File: config.mk
export PLATFORM = sky130hd
export DESIGN_NAME = input_gain_path_control
export DESIGN_NICKNAME = d
export VERILOG_FILES = /design/src/hw/input_gain_pkg.sv /design/src/hw/input_gain_path_control.sv /design/src/hw/gain_apply.sv /design/src/hw/short_filter.sv
export SDC_FILE = /design/constraint.sdc
export NUM_CORES = 1
export LEC_CHECK = 0
export ABC_AREA = 1
export BUFFER_PORTS_ARGS = -buffer_cell sky130_fd_sc_hd__buf_2
export CAP_MARGIN = 20
export CORE_ASPECT_RATIO = 0.75
export CORE_MARGIN = 1
export CORE_UTILIZATION = 40
export CTS_CLUSTER_DIAMETER = 30
export DETAILED_ROUTE_END_ITERATION = 16
export PLACE_DENSITY = 0.67
export SLEW_MARGIN = 20
export SYNTH_ARGS = -nofsm -noshare
export SYNTH_HDL_FRONTEND = slang
export SYNTH_SLANG_ARGS = --single-unit
File: constraint.sdc
create_clock -name clk_i -period 3 [get_ports clk_i]
set_input_delay 0.3 -clock clk_i [delete_from_list [all_inputs] [get_ports clk_i]]
set_output_delay 0.3 -clock clk_i [all_outputs]
set_load 0.005 [all_outputs]
File: src/hw/input_gain_pkg.sv
// Contract
// - each gain stage gain spans -23.25dB to +24dB in 0.75dB steps
// - each gain stage has its own mute bit
// - with zero-cross gating on, new gain waits for a zero crossing
// - with gating on and no crossing, pending gain applies at timeout
// - timeout clock runs only when enabled; divider field sets period
// - gain written with update bit 0 is stored, not applied
// - update bit on either channel loads both stored gains together; with gating on each applies at its own crossing
// - mute changes take effect only on an update bit write
// - four enable bits power the input paths and gain stages
// - boost mixer enabled by own bit or by its input path enable
// - boost mixer sources: gain stage, second and third input pairs
// - direct second and third pair mixer gain spans -12dB to +6dB
// - gain stage path mixer gain spans 0dB to +29dB
// - routing bits can disconnect every input pin from its stage
// - hook short signalled after 10 consecutive filtered measurements
package input_gain_pkg;
  localparam int GAIN_W = 6;
  localparam int MIX_W = 12;
  localparam int ROUTE_W = 4;
  // register indices, byte address is four times the index
  localparam logic [7:0] IDX_POWER = 8'h00;
  localparam logic [7:0] IDX_LVOL = 8'h01;
  localparam logic [7:0] IDX_RVOL = 8'h02;
  localparam logic [7:0] IDX_ROUTE = 8'h03;
  localparam logic [7:0] IDX_LMIX = 8'h04;
  localparam logic [7:0] IDX_RMIX = 8'h05;
  localparam logic [7:0] IDX_TOCLK = 8'h06;
  localparam logic [7:0] IDX_STATUS = 8'h07;
  localparam logic [7:0] IDX_DETACH = 8'hCC;
  localparam logic [7:0] IDX_KEY = 8'hFD;
  // power register bits
  localparam int PB_LIPE = 0;
  localparam int PB_RIPE = 1;
  localparam int PB_LGSE = 2;
  localparam int PB_RGSE = 3;
  localparam int PB_LBME = 4;
  localparam int PB_RBME = 5;
  localparam int PB_TOEN = 6;
  localparam int PB_ZCEN = 7;
  localparam int PB_HPFD = 8;
  localparam int POWER_W = 9;
  // volume register fields
  localparam int VB_MUTE = 7;
  localparam int VB_VU = 8;
  localparam logic [GAIN_W-1:0] GAIN_RST = 6'h1F;
  localparam int TODIV_W = 3;
  localparam int DETACH_BIT = 6;
  localparam logic [15:0] KEY_UNLOCK = 16'h0001;
  localparam int HOOK_COUNT = 10;
endpackage

File: src/hw/input_gain_path_control.sv
`timescale 1ns/1ps
`default_nettype none
module input_gain_path_control #(
  parameter int TO_BASE_CYC = 256,
  parameter int MEAS_CYC = 1000
) (
  // clock and reset
  input wire logic clk_i,
  input wire logic rst_i,
  // wishbone slave
  input wire logic wb_cyc_i,
  input wire logic wb_stb_i,
  input wire logic wb_we_i,
  input wire logic [9:0] wb_adr_i,
  input wire logic [31:0] wb_dat_i,
  input wire logic [3:0] wb_sel_i,
  output logic [31:0] wb_dat_o,
  output logic wb_ack_o,
  // analogue comparators, asynchronous
  input wire logic zero_cross_left_i,
  input wire logic zero_cross_right_i,
  input wire logic hook_short_raw_i,
  // power controls
  output logic left_input_path_enable_o,
  output logic right_input_path_enable_o,
  output logic left_gain_stage_enable_o,
  output logic right_gain_stage_enable_o,
  output logic left_boost_mixer_enable_o,
  output logic right_boost_mixer_enable_o,
  output logic converter_highpass_disable_o,
  // active gain and mute
  output logic [input_gain_pkg::GAIN_W-1:0] left_gain_o,
  output logic [input_gain_pkg::GAIN_W-1:0] right_gain_o,
  output logic left_gain_stage_mute_o,
  output logic right_gain_stage_mute_o,
  // routing and mixers
  output logic [input_gain_pkg::ROUTE_W-1:0] left_route_o,
  output logic [input_gain_pkg::ROUTE_W-1:0] right_route_o,
  output logic [input_gain_pkg::MIX_W-1:0] left_boost_mixer_o,
  output logic [input_gain_pkg::MIX_W-1:0] right_boost_mixer_o,
  // detection
  output logic detach_fourth_inputs_o,
  output logic hook_short_o
);
  localparam int GW = input_gain_pkg::GAIN_W;
  localparam int MW = input_gain_pkg::MIX_W;
  localparam int PW = input_gain_pkg::POWER_W;
  localparam int DW = input_gain_pkg::TODIV_W;
  localparam int MCW = $clog2(MEAS_CYC);

  logic [PW-1:0] power_ff, nxt_power;
  logic [GW-1:0] lgain_ff, nxt_lgain, rgain_ff, nxt_rgain;
  logic lmute_ff, nxt_lmute, rmute_ff, nxt_rmute;
  logic [7:0] route_ff, nxt_route;
  logic [MW-1:0] lmix_ff, nxt_lmix, rmix_ff, nxt_rmix;
  logic [DW-1:0] todiv_ff, nxt_todiv;
  logic [15:0] detach_ff, nxt_detach, key_ff, nxt_key;
  logic ack_ff, nxt_ack;
  logic [31:0] dat_ff, nxt_dat, rdata, wm;
  logic [7:0] idx;
  logic req, wr, vu;
  logic [2:0] s1_ff, s2_ff;
  logic [15:0] to_cnt_ff, nxt_to_cnt, to_period;
  logic to_tick;
  logic [MCW-1:0] meas_cnt_ff, nxt_meas_cnt;
  logic meas_tick;
  logic [GW-1:0] lgain_act, rgain_act;
  logic lmute_act, rmute_act, lpend, rpend, hook_evt;

  // merge write data into a word under byte enables
  function automatic logic [31:0] merge(input logic [31:0] old,
                                        input logic [31:0] wd,
                                        input logic [3:0] sel);
    logic [31:0] r;
    r = old;
    for (int i = 0; i < 4; i++) begin
      if (sel[i]) begin
        r[8*i+:8] = wd[8*i+:8];
      end
    end
    return r;
  endfunction

  // two-stage synchronisers for comparator inputs
  generate
    for (genvar g = 0; g < 3; g++) begin : g_sync
      always_ff @(posedge clk_i) begin
        if (rst_i) begin
          s1_ff[g] <= 1'b0;
          s2_ff[g] <= 1'b0;
        end else begin
          s1_ff[g] <= (g == 0) ? zero_cross_left_i :
                      (g == 1) ? zero_cross_right_i : hook_short_raw_i;
          s2_ff[g] <= s1_ff[g];
        end
      end
    end
  endgenerate

  // bus request decode
  assign idx = wb_adr_i[9:2];
  assign req = wb_cyc_i && wb_stb_i;
  assign wr = req && wb_we_i && ack_ff;
  assign wm = merge(rdata, wb_dat_i, wb_sel_i);
  assign vu = wr && wm[input_gain_pkg::VB_VU] &&
              (idx == input_gain_pkg::IDX_LVOL ||
               idx == input_gain_pkg::IDX_RVOL);

  // read mux, stored values not active ones, except status which reads the active ones
  always_comb begin
    rdata = 32'h0000_0000;
    unique case (idx)
      input_gain_pkg::IDX_POWER: rdata[PW-1:0] = power_ff;
      input_gain_pkg::IDX_LVOL: begin
        rdata[GW-1:0] = lgain_ff;
        rdata[input_gain_pkg::VB_MUTE] = lmute_ff;
      end
      input_gain_pkg::IDX_RVOL: begin
        rdata[GW-1:0] = rgain_ff;
        rdata[input_gain_pkg::VB_MUTE] = rmute_ff;
      end
      input_gain_pkg::IDX_ROUTE: rdata[7:0] = route_ff;
      input_gain_pkg::IDX_LMIX: rdata[MW-1:0] = lmix_ff;
      input_gain_pkg::IDX_RMIX: rdata[MW-1:0] = rmix_ff;
      input_gain_pkg::IDX_TOCLK: rdata[DW-1:0] = todiv_ff;
      input_gain_pkg::IDX_STATUS: begin
        rdata[GW-1:0] = lgain_act;
        rdata[2*GW-1:GW] = rgain_act;
        rdata[12] = lmute_act;
        rdata[13] = rmute_act;
        rdata[14] = lpend;
        rdata[15] = rpend;
        rdata[16] = hook_evt;
      end
      input_gain_pkg::IDX_DETACH: rdata[15:0] = detach_ff;
      input_gain_pkg::IDX_KEY: rdata[15:0] = key_ff;
      default: rdata = 32'h0000_0000; // unmapped reads zero
    endcase
  end

  // register writes and bus answer
  always_comb begin
    nxt_power = power_ff;
    nxt_lgain = lgain_ff;
    nxt_rgain = rgain_ff;
    nxt_lmute = lmute_ff;
    nxt_rmute = rmute_ff;
    nxt_route = route_ff;
    nxt_lmix = lmix_ff;
    nxt_rmix = rmix_ff;
    nxt_todiv = todiv_ff;
    nxt_detach = detach_ff;
    nxt_key = key_ff;
    nxt_ack = req && !ack_ff;
    nxt_dat = (req && !ack_ff) ? rdata : dat_ff;
    if (wr) begin
      unique case (idx)
        input_gain_pkg::IDX_POWER: nxt_power = wm[PW-1:0];
        input_gain_pkg::IDX_LVOL: begin
          nxt_lgain = wm[GW-1:0];
          nxt_lmute = wm[input_gain_pkg::VB_MUTE];
        end
        input_gain_pkg::IDX_RVOL: begin
          nxt_rgain = wm[GW-1:0];
          nxt_rmute = wm[input_gain_pkg::VB_MUTE];
        end
        input_gain_pkg::IDX_ROUTE: nxt_route = wm[7:0];
        input_gain_pkg::IDX_LMIX: nxt_lmix = wm[MW-1:0];
        input_gain_pkg::IDX_RMIX: nxt_rmix = wm[MW-1:0];
        input_gain_pkg::IDX_TOCLK: nxt_todiv = wm[DW-1:0];
        input_gain_pkg::IDX_DETACH: begin
          if (key_ff == input_gain_pkg::KEY_UNLOCK) begin
            nxt_detach = wm[15:0];
          end
        end
        input_gain_pkg::IDX_KEY: nxt_key = wm[15:0];
        default: nxt_key = key_ff; // unmapped writes ignored
      endcase
    end
  end

  always_ff @(posedge clk_i) begin
    if (rst_i) begin
      power_ff <= '0;
      lgain_ff <= input_gain_pkg::GAIN_RST;
      rgain_ff <= input_gain_pkg::GAIN_RST;
      lmute_ff <= 1'b0;
      rmute_ff <= 1'b0;
      route_ff <= 8'h00;
      lmix_ff <= '0;
      rmix_ff <= '0;
      todiv_ff <= '0;
      detach_ff <= 16'h0000;
      key_ff <= 16'h0000;
      ack_ff <= 1'b0;
      dat_ff <= 32'h0000_0000;
    end else begin
      power_ff <= nxt_power;
      lgain_ff <= nxt_lgain;
      rgain_ff <= nxt_rgain;
      lmute_ff <= nxt_lmute;
      rmute_ff <= nxt_rmute;
      route_ff <= nxt_route;
      lmix_ff <= nxt_lmix;
      rmix_ff <= nxt_rmix;
      todiv_ff <= nxt_todiv;
      detach_ff <= nxt_detach;
      key_ff <= nxt_key;
      ack_ff <= nxt_ack;
      dat_ff <= nxt_dat;
    end
  end

  // timeout clock: base period shifted by divider, off when disabled
  assign to_period = 16'(TO_BASE_CYC) << todiv_ff;
  assign to_tick = power_ff[input_gain_pkg::PB_TOEN] &&
                   (to_cnt_ff >= to_period - 16'h0001);
  always_comb begin
    nxt_to_cnt = to_cnt_ff + 16'h0001;
    if (!power_ff[input_gain_pkg::PB_TOEN] || to_tick) begin
      nxt_to_cnt = 16'h0000;
    end
  end

  // hook measurement rate
  assign meas_tick = (meas_cnt_ff == MCW'(MEAS_CYC - 1));
  always_comb begin
    nxt_meas_cnt = meas_tick ? '0 : meas_cnt_ff + 1'b1;
  end

  always_ff @(posedge clk_i) begin
    if (rst_i) begin
      to_cnt_ff <= 16'h0000;
      meas_cnt_ff <= '0;
    end else begin
      to_cnt_ff <= nxt_to_cnt;
      meas_cnt_ff <= nxt_meas_cnt;
    end
  end

  // per channel double-buffered gain, both loaded by one update
  gain_apply u_left (
    .clk_i(clk_i),
    .rst_i(rst_i),
    .load_i(vu),
    .zc_enable_i(power_ff[input_gain_pkg::PB_ZCEN]),
    .zero_cross_i(s2_ff[0]),
    .timeout_tick_i(to_tick),
    .gain_i(nxt_lgain),
    .mute_i(nxt_lmute),
    .gain_o(lgain_act),
    .mute_o(lmute_act),
    .pending_o(lpend)
  );
  gain_apply u_right (
    .clk_i(clk_i),
    .rst_i(rst_i),
    .load_i(vu),
    .zc_enable_i(power_ff[input_gain_pkg::PB_ZCEN]),
    .zero_cross_i(s2_ff[1]),
    .timeout_tick_i(to_tick),
    .gain_i(nxt_rgain),
    .mute_i(nxt_rmute),
    .gain_o(rgain_act),
    .mute_o(rmute_act),
    .pending_o(rpend)
  );

  // hook short filter
  short_filter #(.COUNT(input_gain_pkg::HOOK_COUNT)) u_hook (
    .clk_i(clk_i),
    .rst_i(rst_i),
    .tick_i(meas_tick),
    .sample_i(s2_ff[2]),
    .event_o(hook_evt)
  );

  // outputs
  assign wb_ack_o = ack_ff;
  assign wb_dat_o = dat_ff;
  assign left_input_path_enable_o = power_ff[input_gain_pkg::PB_LIPE];
  assign right_input_path_enable_o = power_ff[input_gain_pkg::PB_RIPE];
  assign left_gain_stage_enable_o = power_ff[input_gain_pkg::PB_LGSE];
  assign right_gain_stage_enable_o = power_ff[input_gain_pkg::PB_RGSE];
  assign left_boost_mixer_enable_o = power_ff[input_gain_pkg::PB_LBME] ||
    power_ff[input_gain_pkg::PB_LIPE];
  assign right_boost_mixer_enable_o = power_ff[input_gain_pkg::PB_RBME] ||
    power_ff[input_gain_pkg::PB_RIPE];
  assign converter_highpass_disable_o = power_ff[input_gain_pkg::PB_HPFD];
  assign left_gain_o = lgain_act;
  assign right_gain_o = rgain_act;
  assign left_gain_stage_mute_o = lmute_act;
  assign right_gain_stage_mute_o = rmute_act;
  assign left_route_o = route_ff[3:0];
  assign right_route_o = route_ff[7:4];
  assign left_boost_mixer_o = lmix_ff;
  assign right_boost_mixer_o = rmix_ff;
  assign detach_fourth_inputs_o = detach_ff[input_gain_pkg::DETACH_BIT];
  assign hook_short_o = hook_evt;
endmodule
`default_nettype wire

File: src/hw/gain_apply.sv
`timescale 1ns/1ps
`default_nettype none
module gain_apply (
  // clock and reset
  input wire logic clk_i,
  input wire logic rst_i,
  // control
  input wire logic load_i,
  input wire logic zc_enable_i,
  input wire logic zero_cross_i,
  input wire logic timeout_tick_i,
  input wire logic [input_gain_pkg::GAIN_W-1:0] gain_i,
  input wire logic mute_i,
  // active state
  output logic [input_gain_pkg::GAIN_W-1:0] gain_o,
  output logic mute_o,
  output logic pending_o
);
  logic [input_gain_pkg::GAIN_W-1:0] gain_ff, nxt_gain, snap_ff, nxt_snap;
  logic mute_ff, nxt_mute, msnap_ff, nxt_msnap, pend_ff, nxt_pend;
  logic zc_prev_ff, zc_edge;

  assign zc_edge = zero_cross_i ^ zc_prev_ff;

  // snapshot on update, apply now or at crossing or timeout
  always_comb begin
    nxt_gain = gain_ff;
    nxt_mute = mute_ff;
    nxt_snap = snap_ff;
    nxt_msnap = msnap_ff;
    nxt_pend = pend_ff;
    if (pend_ff && (zc_edge || timeout_tick_i || !zc_enable_i)) begin
      nxt_gain = snap_ff;
      nxt_mute = msnap_ff;
      nxt_pend = 1'b0;
    end
    if (load_i && !zc_enable_i) begin
      nxt_gain = gain_i;
      nxt_mute = mute_i;
      nxt_pend = 1'b0;
    end else if (load_i) begin
      nxt_snap = gain_i;
      nxt_msnap = mute_i;
      nxt_pend = 1'b1; // set wins over apply
    end
  end

  always_ff @(posedge clk_i) begin
    if (rst_i) begin
      gain_ff <= input_gain_pkg::GAIN_RST;
      snap_ff <= input_gain_pkg::GAIN_RST;
      mute_ff <= 1'b0;
      msnap_ff <= 1'b0;
      pend_ff <= 1'b0;
      zc_prev_ff <= 1'b0;
    end else begin
      gain_ff <= nxt_gain;
      snap_ff <= nxt_snap;
      mute_ff <= nxt_mute;
      msnap_ff <= nxt_msnap;
      pend_ff <= nxt_pend;
      zc_prev_ff <= zero_cross_i;
    end
  end

  assign gain_o = gain_ff;
  assign mute_o = mute_ff;
  assign pending_o = pend_ff;
endmodule
`default_nettype wire

File: src/hw/short_filter.sv
`timescale 1ns/1ps
`default_nettype none
module short_filter #(
  parameter int COUNT = input_gain_pkg::HOOK_COUNT
) (
  // clock and reset
  input wire logic clk_i,
  input wire logic rst_i,
  // measurement
  input wire logic tick_i,
  input wire logic sample_i,
  output logic event_o
);
  logic [$clog2(COUNT+1)-1:0] cnt_ff, nxt_cnt;

  // count consecutive over-threshold samples, saturate at count
  always_comb begin
    nxt_cnt = cnt_ff;
    if (tick_i && !sample_i) begin
      nxt_cnt = '0;
    end else if (tick_i && cnt_ff != COUNT[$bits(cnt_ff)-1:0]) begin
      nxt_cnt = cnt_ff + 1'b1;
    end
  end

  always_ff @(posedge clk_i) begin
    if (rst_i) begin
      cnt_ff <= '0;
    end else begin
      cnt_ff <= nxt_cnt;
    end
  end

  assign event_o = (cnt_ff == COUNT[$bits(cnt_ff)-1:0]);
endmodule
`default_nettype wire

==> results.py, run 1 <==
metrics = {
    "cts": {
        "cts-root-buf": "clkbuf_16",
        "cts_resized": 0,
        "clkLatencyLatePin_ns": 0.44,
        "post_cts_buffers": 0,
        "clk_pin_slew_worst_paths_ns": 0.07,
        "cts.sinks": 176,
        "cts_buffer_depth": 2,
        "cts_tree": "yes",
        "htree_levels": 4,
        "cts-buffers-inserted": 17,
        "hold_buffers": 0,
    },
    "pwr": {
        "p_seq_share_pct": 49.5,
        "p_leak_nw": 4.78,
        "ir_drop_mv": 0.356,
        "p_comb_share_pct": 4.9,
        "p_sw_share_pct": 26.3,
        "power_switching_mw": 1.26,
        "total_power_mw": 4.79,
        "powerDensity_mw_per_mm2": 479,
        "cellInternalPower_mw": 3.53,
        "clkPwrFrac_pct": 45.6,
    },
    "layout": {
        "final_cell_area_mm2": 0.00999,
        "stdcell_count": 1611,
        "drive_gt1_share_pct": 17.0,
        "syn_to_final_growth_pct": 16.2,
        "fin_util_pct": 47.3,
        "diodes": 0,
        "fillers": 2145,
        "nets": 1376,
    },
    "detailed_routing": {
        "firstDrtPassIters": 5,
        "drt_wl_total_um": 25500,
        "drc": 0,
        "met2_length_um": 10300,
        "met3_length_um": 2840,
        "antenna_left": 0,
        "wl_met1_um": 12000,
        "drt-wirelength-per-cell_um": 15.8,
        "drt_iter0_drc": 918,
        "routed-via-count": 8179,
        "via_per_inst": 5.08,
        "top_layer": "met4",
    },
    "min_path": {
        "hp-class": "in2reg",
    },
    "setup_path": {
        "cp_common_cell": "nand2_1",
        "crit_type": "reg2reg",
        "arrival_ns": 2.90,
        "critPathMaxStageDelay_ns": 0.44,
        "crit_required_ns": 3.33,
        "slowest_stage": "dfxtp_1",
        "path_cells": "inv_1 -> a21oi_1 -> o21ai_0 -> ha_1 -> nand2_1 -> nor2_1 -> nand3_1 -> nand3_1 -> nand2_1 -> nand3_1 -> nand2_1 -> nand2_1 -> o21ai_0 -> inv_1 -> nand2_1",
        "start_kind": "register",
        "critPathTopFamily": "simple AND/OR/NAND/NOR gates",
        "critPathMaxFanout": 9,
        "crit_path_end_kind": "register",
        "crit_buf_inv": 2,
    },
    "placement": {
        "gp_congestion": 0.898,
        "place_hpwl_um": 19100,
        "placed_cells": 1579,
        "dpl-instance-area_mm2": 0.00943,
        "pre_cts_slack_ns": 0.509,
        "port_buffers": 106,
    },
    "timing": {
        "hold_slack_ns": 0.0630,
        "fin_setup_tns_ns": 0,
        "post-route-period-util_pct": 85.5,
        "slew_headroom_pct": 39.2,
        "finalCriticalPeriod_ns": 2.57,
        "fmax_mhz": 390,
        "rsz0062_at_grt": "no",
        "hold_viol_final": 0,
        "setup_violations": 0,
        "finClkSkew_ns": 0.00684,
        "slew_viol_final": 0,
        "worst_pin_slew_ns": 0.903,
        "setup_slack_ns": 0.435,
    },
    "yosys": {
        "synth_top_flop_cell": "dfxtp_1",
        "netlist_area_mm2": 0.00860,
        "synth.distinct_cells": 50,
        "synth_top_area_cell": "dfxtp_1",
        "netlist_instances": 1201,
        "synth_seq_cells": 176,
        "synth_edf_count": 0,
        "syn_avg_cell_area_um2": 7.16,
        "yosysWarnings": 0,
        "synthTopCellsByArea": "dfxtp_1 41%, nand2_1 9.1%, inv_1 7.9%, o21ai_0 7.1%, nand3_1 5.6%",
        "synth-async-reset-ratio_pct": 0,
        "synth_seq_area_share_pct": 41.0,
        "synth_top_area_share_pct": 41.0,
    },
    "status": {
        "status": "completed",
    },
    "die": {
        "start_util_pct": 40.7,
        "fp-row-count": 46,
        "die_width_um": 171,
        "dieArea_mm2": 0.0221,
        "die_y_um": 129,
        "core_mm2": 0.0211,
        "io_pins": 142,
    },
    "grt": {
        "grt_pass1_wl_um": 39800,
        "first_global_vias": 7333,
        "overflow": 0,
        "grt_max_degree": 88,
        "grt_usage_pct": 23.8,
        "antenna_found_initial": 0,
    },
    "flow_run": {
        "max_cap_violations": 0,
    },
}
worst min-delay path: cells and delay by family:
family	cells	cell delay, ns
simple gates	1	0.03
buf+inv	2	0.13
power groups by stage:
stage          sequential (mW)  combinational (mW)  clock (mW)
3_3_place_gp              2.42               0.227           0
2_1_floorplan             2.42               0.145           0
3_5_place_dp              2.42               0.230           0
4_1_cts                   2.37               0.231        2.21
5_1_grt                   2.37               0.258        2.29
6_report                  2.37               0.234        2.19
final timing paths:
kind / start / endpoint / slack (ns) / depth (start not counted)
worst min register to register: s1_ff[0] / s2_ff[0] / 0.40 / 2
worst max register to register: todiv_ff[1] / u_left.gain_o[1] / 0.43 / 15
worst min-delay path: hook_short_raw_i / s1_ff[2] / 0.06 / 3
worst max-delay path: todiv_ff[1] / u_left.gain_o[1] / 0.43 / 15
final cells by class:
type                    count  area [um2]  area share [%]
clock buffers              17         425            4.26
clock inverters            15         140            1.40
inverters                 191         719            7.20
multi-input cells         797        4120            41.3
flip-flops and latches    176        3520            35.3
well taps                 288         360            3.61
repair buffers            127         701            7.01
cells in the final DEF (no fill, tap or decap), types with 8 or more instances in the layout:
master	synthesis	routed
nand2_1	209	209
inv_1	180	179
dfxtp_1	176	176
o21ai_0	122	122
nor2_1	115	114
buf_2	6	106
nand3_1	97	97
a21oi_1	76	76
buf_4	17	20
clkbuf_16	0	17
conb_1	2	16
nand4_1	15	15
o211ai_1	15	15
ha_1	12	12
nor2_2	9	10
or2_2	10	10
xor2_1	10	10
nor3_1	8	8
inv_2	7	8
o21bai_1	8	8
nand3_2	8	8
logic make-up (layout without fill, tap and decap cells):
logic type | after synthesis | count (layout) | synth area share [%]
compound gates | 249 | 249 | 16.1
buf+inv | 242 | 350 | 11.7
flops | 176 | 176 | 41.0
simple gates | 506 | 506 | 27.9
other cells | 2 | 16 | 0.0873
fa+ha+maj | 12 | 12 | 1.75
xor+xnor | 14 | 14 | 1.43
synth_stat cells, types with 4 or more instances:
cell type and n:
a211oi_1 7, clkbuf_1 21, xnor2_1 4, nand2_2 7, buf_1 4, nand2_1 209
nor2_4 6, o21bai_1 8, buf_4 17, nor2_2 9, a21oi_2 4, inv_1 180
o21ai_0 122, or2_2 10, nand3_2 8, o211ai_1 15, dfxtp_1 176, inv_2 7
ha_1 12, nor3b_1 4, nand4_1 15, buf_2 6, o21ai_1 4, a41oi_1 4
nor3_1 8, a21oi_1 76, nand3_1 97, xor2_1 10, nor2_1 115
per-layer routing:
metal	track usage, %	vias to the layer above
met5	0	-
met4	5.09	0
met3	7.44	30
met2	34.8	361
met1	34.0	3721
li1	-	4067
sequential cells by signal, indices dropped and copies added, names as in the netlist, 3 cells and up:
signal,flops
to_cnt_ff,16
todiv_ff,3
u_left.snap_ff,6
meas_cnt_ff,10
key_ff,16
s2_ff,3
route_ff,8
detach_ff,16
u_right.gain_o,6
u_right.snap_ff,6
wb_dat_o,17
u_left.gain_o,6
lgain_ff,6
power_ff,9
right_boost_mixer_o,12
left_boost_mixer_o,12
s1_ff,3
u_hook.cnt_ff,4
rgain_ff,6
No activity file was read; power rests on OpenSTA's default activity.
==> run 2: changes to the inputs <==
CTS_BUF_LIST = sky130_fd_sc_hd__clkbuf_2 sky130_fd_sc_hd__clkbuf_4 sky130_fd_sc_hd__clkbuf_8   (was not set)
GPL_TIMING_DRIVEN = 0   (was not set)
==> run 2 against run 1 <==
Final cell count up 1.9%. Clock power fell by 25%. Highest routed layer unchanged. Sequential power about the same. Critical path type unchanged.
==> results.py, run 2 (synthesis gave the netlist of run 1 again) <==
metrics = {
    "setup_path": {
        "arrival_ns": 3.27,
        "slowest_stage": "nor2_1",
        "path_cells": "nand2_1 -> nor2_1 -> inv_2 -> nor2_1 -> inv_1 -> o21ai_0 -> inv_1",
        "start_kind": "register",
        "crit_path_end_kind": "register",
        "critPathMaxStageDelay_ns": 0.84,
        "crit_required_ns": 3.38,
        "crit_type": "reg2reg",
        "critPathMaxFanout": 10,
    },
    "placement": {
        "gp_congestion": 0.937,
        "dpl-instance-area_mm2": 0.00954,
        "place_hpwl_um": 21400,
        "port_buffers": 105,
    },
    "cts": {
        "cts-root-buf": "clkbuf_8",
        "clk_pin_slew_worst_paths_ns": 0.09,
        "cts-buffers-inserted": 17,
        "cts_buffer_depth": 2,
        "post_cts_buffers": 0,
        "cts_tree": "yes",
        "cts.sinks": 176,
        "htree_levels": 4,
        "clkLatencyLatePin_ns": 0.49,
    },
    "detailed_routing": {
        "antenna_left": 0,
        "drc": 0,
        "drt_wl_total_um": 27700,
        "routed-via-count": 8481,
        "drt-wirelength-per-cell_um": 16.9,
        "drt_iter0_drc": 1071,
        "firstDrtPassIters": 7,
        "via_per_inst": 5.17,
    },
    "layout": {
        "syn_to_final_growth_pct": 15.6,
        "final_common_cell": "nand2_1",
        "final_cell_mix": "207 x nand2_1, 180 x inv_1, 176 x dfxtp_1, 122 x o21ai_0, 115 x nor2_1",
        "final_cell_area_mm2": 0.00994,
        "nets": 1407,
        "ff_latch_area_mm2": 0.00352,
        "drive_gt1_share_pct": 16.9,
        "largest_register_ffs": 17,
        "diodes": 0,
        "fillers": 2199,
        "multiInputGateArea_mm2": 0.00412,
        "fin_util_pct": 47.1,
    },
    "die": {
        "die_y_um": 129,
        "io_pins": 142,
        "die_width_um": 171,
        "core_mm2": 0.0211,
        "dieArea_mm2": 0.0221,
        "start_util_pct": 40.7,
        "fp-row-count": 46,
    },
    "grt": {
        "grt_max_degree": 17,
        "antenna_found_initial": 0,
        "grt_usage_pct": 25.6,
        "first_global_vias": 7388,
        "grt_pass1_wl_um": 41800,
        "overflow": 0,
    },
    "pwr": {
        "p_sw_share_pct": 26.9,
        "p_leak_nw": 4.75,
        "power_switching_mw": 1.15,
        "p_comb_share_pct": 6.2,
        "total_power_mw": 4.28,
        "ir_drop_mv": 0.233,
        "clkPwrFrac_pct": 38.5,
        "p_seq_share_pct": 55.3,
        "cellInternalPower_mw": 3.13,
        "powerDensity_mw_per_mm2": 431,
    },
    "timing": {
        "slew_viol_final": 0,
        "finalCriticalPeriod_ns": 2.89,
        "hold_viol_final": 0,
        "finClkSkew_ns": 0.0171,
        "post-route-period-util_pct": 96.2,
        "setup_violations": 0,
        "fmax_mhz": 346,
        "worst_pin_slew_ns": 1.07,
        "slew_headroom_pct": 28.2,
        "fin_setup_tns_ns": 0,
        "rsz0062_at_grt": "no",
    },
    "min_path": {
        "hp-class": "in2reg",
    },
    "flow_run": {
        "max_cap_violations": 0,
    },
    "status": {
        "status": "completed",
    },
}
## run 2: cell count changes in the layout (fill, tap and decap cells not counted), moves of 2 or more
cell and change:
clkbuf_1 +21, nand2_1 -2, buf_6 +2, clkbuf_8 +18
clkinv_2 +3, nand2_2 +2, buf_1 +4, buf_2 +5
clkbuf_16 -17, dlygate4sd3_1 +2, inv_8 -3, buf_4 -3
inv_6 -3
## run 2: critical path, delay by kind of cell (launching register included)
kind                   cells  cell delay (ns)
AOI/OAI and AO/OA          1             0.24
and+or+nand+nor            3             1.51
DFF                        1             0.44
buffers and inverters      3             0.60
## run 2: routing by layer
| layer | share of wire (%) | global-route usage (%) |
|---|---|---|
| met4 | 1.3 | 6.88 |
| met3 | 11 | 6.98 |
| met1 | 47 | 38.1 |
| met2 | 40 | 35.7 |
| met5 | 0 | 0 |
## run 2: layout make-up
| type | instances | share of cell area [%] |
|---|---|---|
| inverters | 191 | 7.24 |
| flip-flops and latches | 176 | 35.4 |
| multi-input cells | 797 | 41.5 |
| clock buffers | 18 | 2.49 |
| clock inverters | 14 | 1.33 |
| well taps | 288 | 3.62 |
| repair buffers | 107 | 5.49 |
| plain buffers | 51 | 2.91 |
## run 2: repair_timing
item                                   CTS  global route
setup endpoints to repair                0             7
endpoints found under the hold margin    1             1
resized for setup                        0             2
hold buffers                             1             1
## run 2: per-stage QoR
| step | hold slack [ns] | setup WS (ns) | cells |
|---|---|---|---|
| global route | 0.0144 | 0.00238 | 1642 |
| global placement | 0.393 | 0.232 | 1608 |
| floorplan | 0.388 | 0.904 | 1215 |
| CTS | 0.00494 | 0.207 | 1641 |
| detailed placement | 0.397 | 0.219 | 1608 |
| finish | 0.0158 | 0.113 | 1642 |
## run 2: final timing paths
kind,start,end,slack (ns),depth (start not counted)
setup reg to reg,wb_ack_o,route_ff[2],0.11,7
hold reg to reg,s1_ff[0],s2_ff[0],0.41,2
setup / recovery,wb_ack_o,route_ff[2],0.11,7
hold / removal,zero_cross_right_i,s1_ff[1],0.02,3
## run 2: power groups by stage
stage	clock, mW	sequential, mW	combinational [mW]
after global routing	1.76	2.37	0.286
after CTS	1.65	2.37	0.259
after floorplan	0	2.42	0.145
after global placement	0	2.43	0.255
final	1.65	2.37	0.265
after detailed placement	0	2.43	0.256
==> run 3: changes to the inputs <==
CTS_CLUSTER_SIZE = 10   (was not set)
RECOVER_POWER = 25   (was not set)
==> run 3 against run 2 <==
Combinational power about the same. Power about the same. Clock power about the same. Final cell count unchanged. Critical endpoint is now route_ff[4].
==> results.py, run 3 (synthesis gave the netlist of run 1 again) <==
metrics = {
    "die": {
        "dieArea_mm2": 0.0221,
        "start_util_pct": 40.7,
        "die_width_um": 171,
        "fp-row-count": 46,
        "io_pins": 142,
        "die_y_um": 129,
        "core_mm2": 0.0211,
    },
    "cts": {
        "cts-buffers-inserted": 17,
        "cts_tree": "yes",
        "clkLatencyLatePin_ns": 0.49,
        "clk_pin_slew_worst_paths_ns": 0.10,
        "htree_levels": 4,
        "post_cts_buffers": 0,
        "cts_buffer_depth": 2,
        "cts.sinks": 176,
        "cts-root-buf": "clkbuf_8",
    },
    "min_path": {
        "hp-class": "in2reg",
        "min_path_cells": 3,
    },
    "setup_path": {
        "start_kind": "register",
        "crit_required_ns": 3.44,
        "critPathMaxFanout": 10,
        "crit_path_end_kind": "register",
        "r2r_cells": 8,
        "crit_type": "reg2reg",
        "arrival_ns": 3.26,
    },
    "timing": {
        "setup_violations": 0,
        "worst_pin_slew_ns": 1.02,
        "rsz0062_at_grt": "no",
        "slew_viol_final": 0,
        "finClkSkew_ns": 0.0196,
        "post-route-period-util_pct": 93.9,
        "finalCriticalPeriod_ns": 2.82,
        "slew_headroom_pct": 31.0,
        "hold_slack_ns": 0.0174,
        "fin_setup_tns_ns": 0,
        "fmax_mhz": 355,
        "hold_viol_final": 0,
        "setup_slack_ns": 0.184,
    },
    "detailed_routing": {
        "drt-wirelength-per-cell_um": 16.8,
        "routed-via-count": 8495,
        "via_per_inst": 5.17,
        "drt_iter0_drc": 1063,
        "firstDrtPassIters": 5,
        "drc": 0,
        "drt_wl_total_um": 27600,
        "antenna_left": 0,
    },
    "pwr": {
        "ir_drop_mv": 0.236,
        "powerDensity_mw_per_mm2": 433,
        "p_leak_nw": 4.62,
        "total_power_mw": 4.28,
    },
    "layout": {
        "final_common_cell": "nand2_1",
        "largest_register_ffs": 17,
        "final_cell_mix": "207 x nand2_1, 180 x inv_1, 176 x dfxtp_1, 122 x o21ai_0, 115 x nor2_1",
        "syn_to_final_growth_pct": 15.1,
        "diodes": 0,
        "drive_gt1_share_pct": 14.3,
        "nets": 1407,
    },
    "status": {
        "status": "completed",
    },
    "placement": {
        "place_hpwl_um": 21400,
        "gp_congestion": 0.937,
        "pre_cts_slack_ns": 0.219,
        "port_buffers": 105,
    },
    "grt": {
        "first_global_vias": 7388,
        "grt_pass1_wl_um": 41800,
        "grt_max_degree": 17,
        "antenna_found_initial": 0,
        "grt_usage_pct": 25.6,
        "overflow": 0,
    },
    "flow_run": {
        "max_cap_violations": 0,
    },
}
## run 3: layout make-up
type | count | area, um2
fill | 2206 | 11200
multi-input combinational | 797 | 4120
sequential | 176 | 3520
inverter | 191 | 719
timing repair buffer | 107 | 502
tap | 288 | 360
buffer | 51 | 289
clock buffer | 18 | 248
clock inverter | 14 | 133
## run 3: through the flow
stage               util, %  instances  area, um2
global placement       45.1       1608       9540
floorplan                 -       1215       8650
global route           46.9       1642       9900
finish                 46.9       1642       9900
CTS                    47.0       1641       9930
detailed placement     45.1       1608       9540
## run 3: what timing repair did
item,4_1_cts,5_1_grt
hold buffers,1,1
resized for setup,0,2
setup endpoints to repair,0,7
endpoints found under the hold margin,1,1
## run 3: worst max-delay path: stages, from the launching register on
cell,delay [ns]
dfxtp_1,0.42
nand2_1,0.07
nor2_1,0.57
inv_2,0.25
nor2_1,0.81
inv_1,0.28
a21oi_1,0.19
o21ai_0,0.10
inv_1,0.07
## run 3: final timing paths
kind | end | from | slack, ns
worst max register to register | route_ff[4] | wb_ack_o | 0.18
worst min register to register | s2_ff[0] | s1_ff[0] | 0.41
worst max-delay path | route_ff[4] | wb_ack_o | 0.18
worst min-delay path | s1_ff[1] | zero_cross_right_i | 0.02
## run 3: power breakdown
part	switching [mW]	internal, mW	total, mW
Combinational	0.183	0.0803	0.263
Clock	0.958	0.691	1.65
Sequential	0.0145	2.36	2.37
## run 3: routing by layer
metal	vias up	routed length, um	share of wire (%)	global-route usage [%]
li1	4146	-	-	-
met1	3872	12900	47	38.1
met2	440	11000	40	35.7
met3	37	3340	12	6.98
met4	0	438	1.6	6.88
met5	-	0	0	0
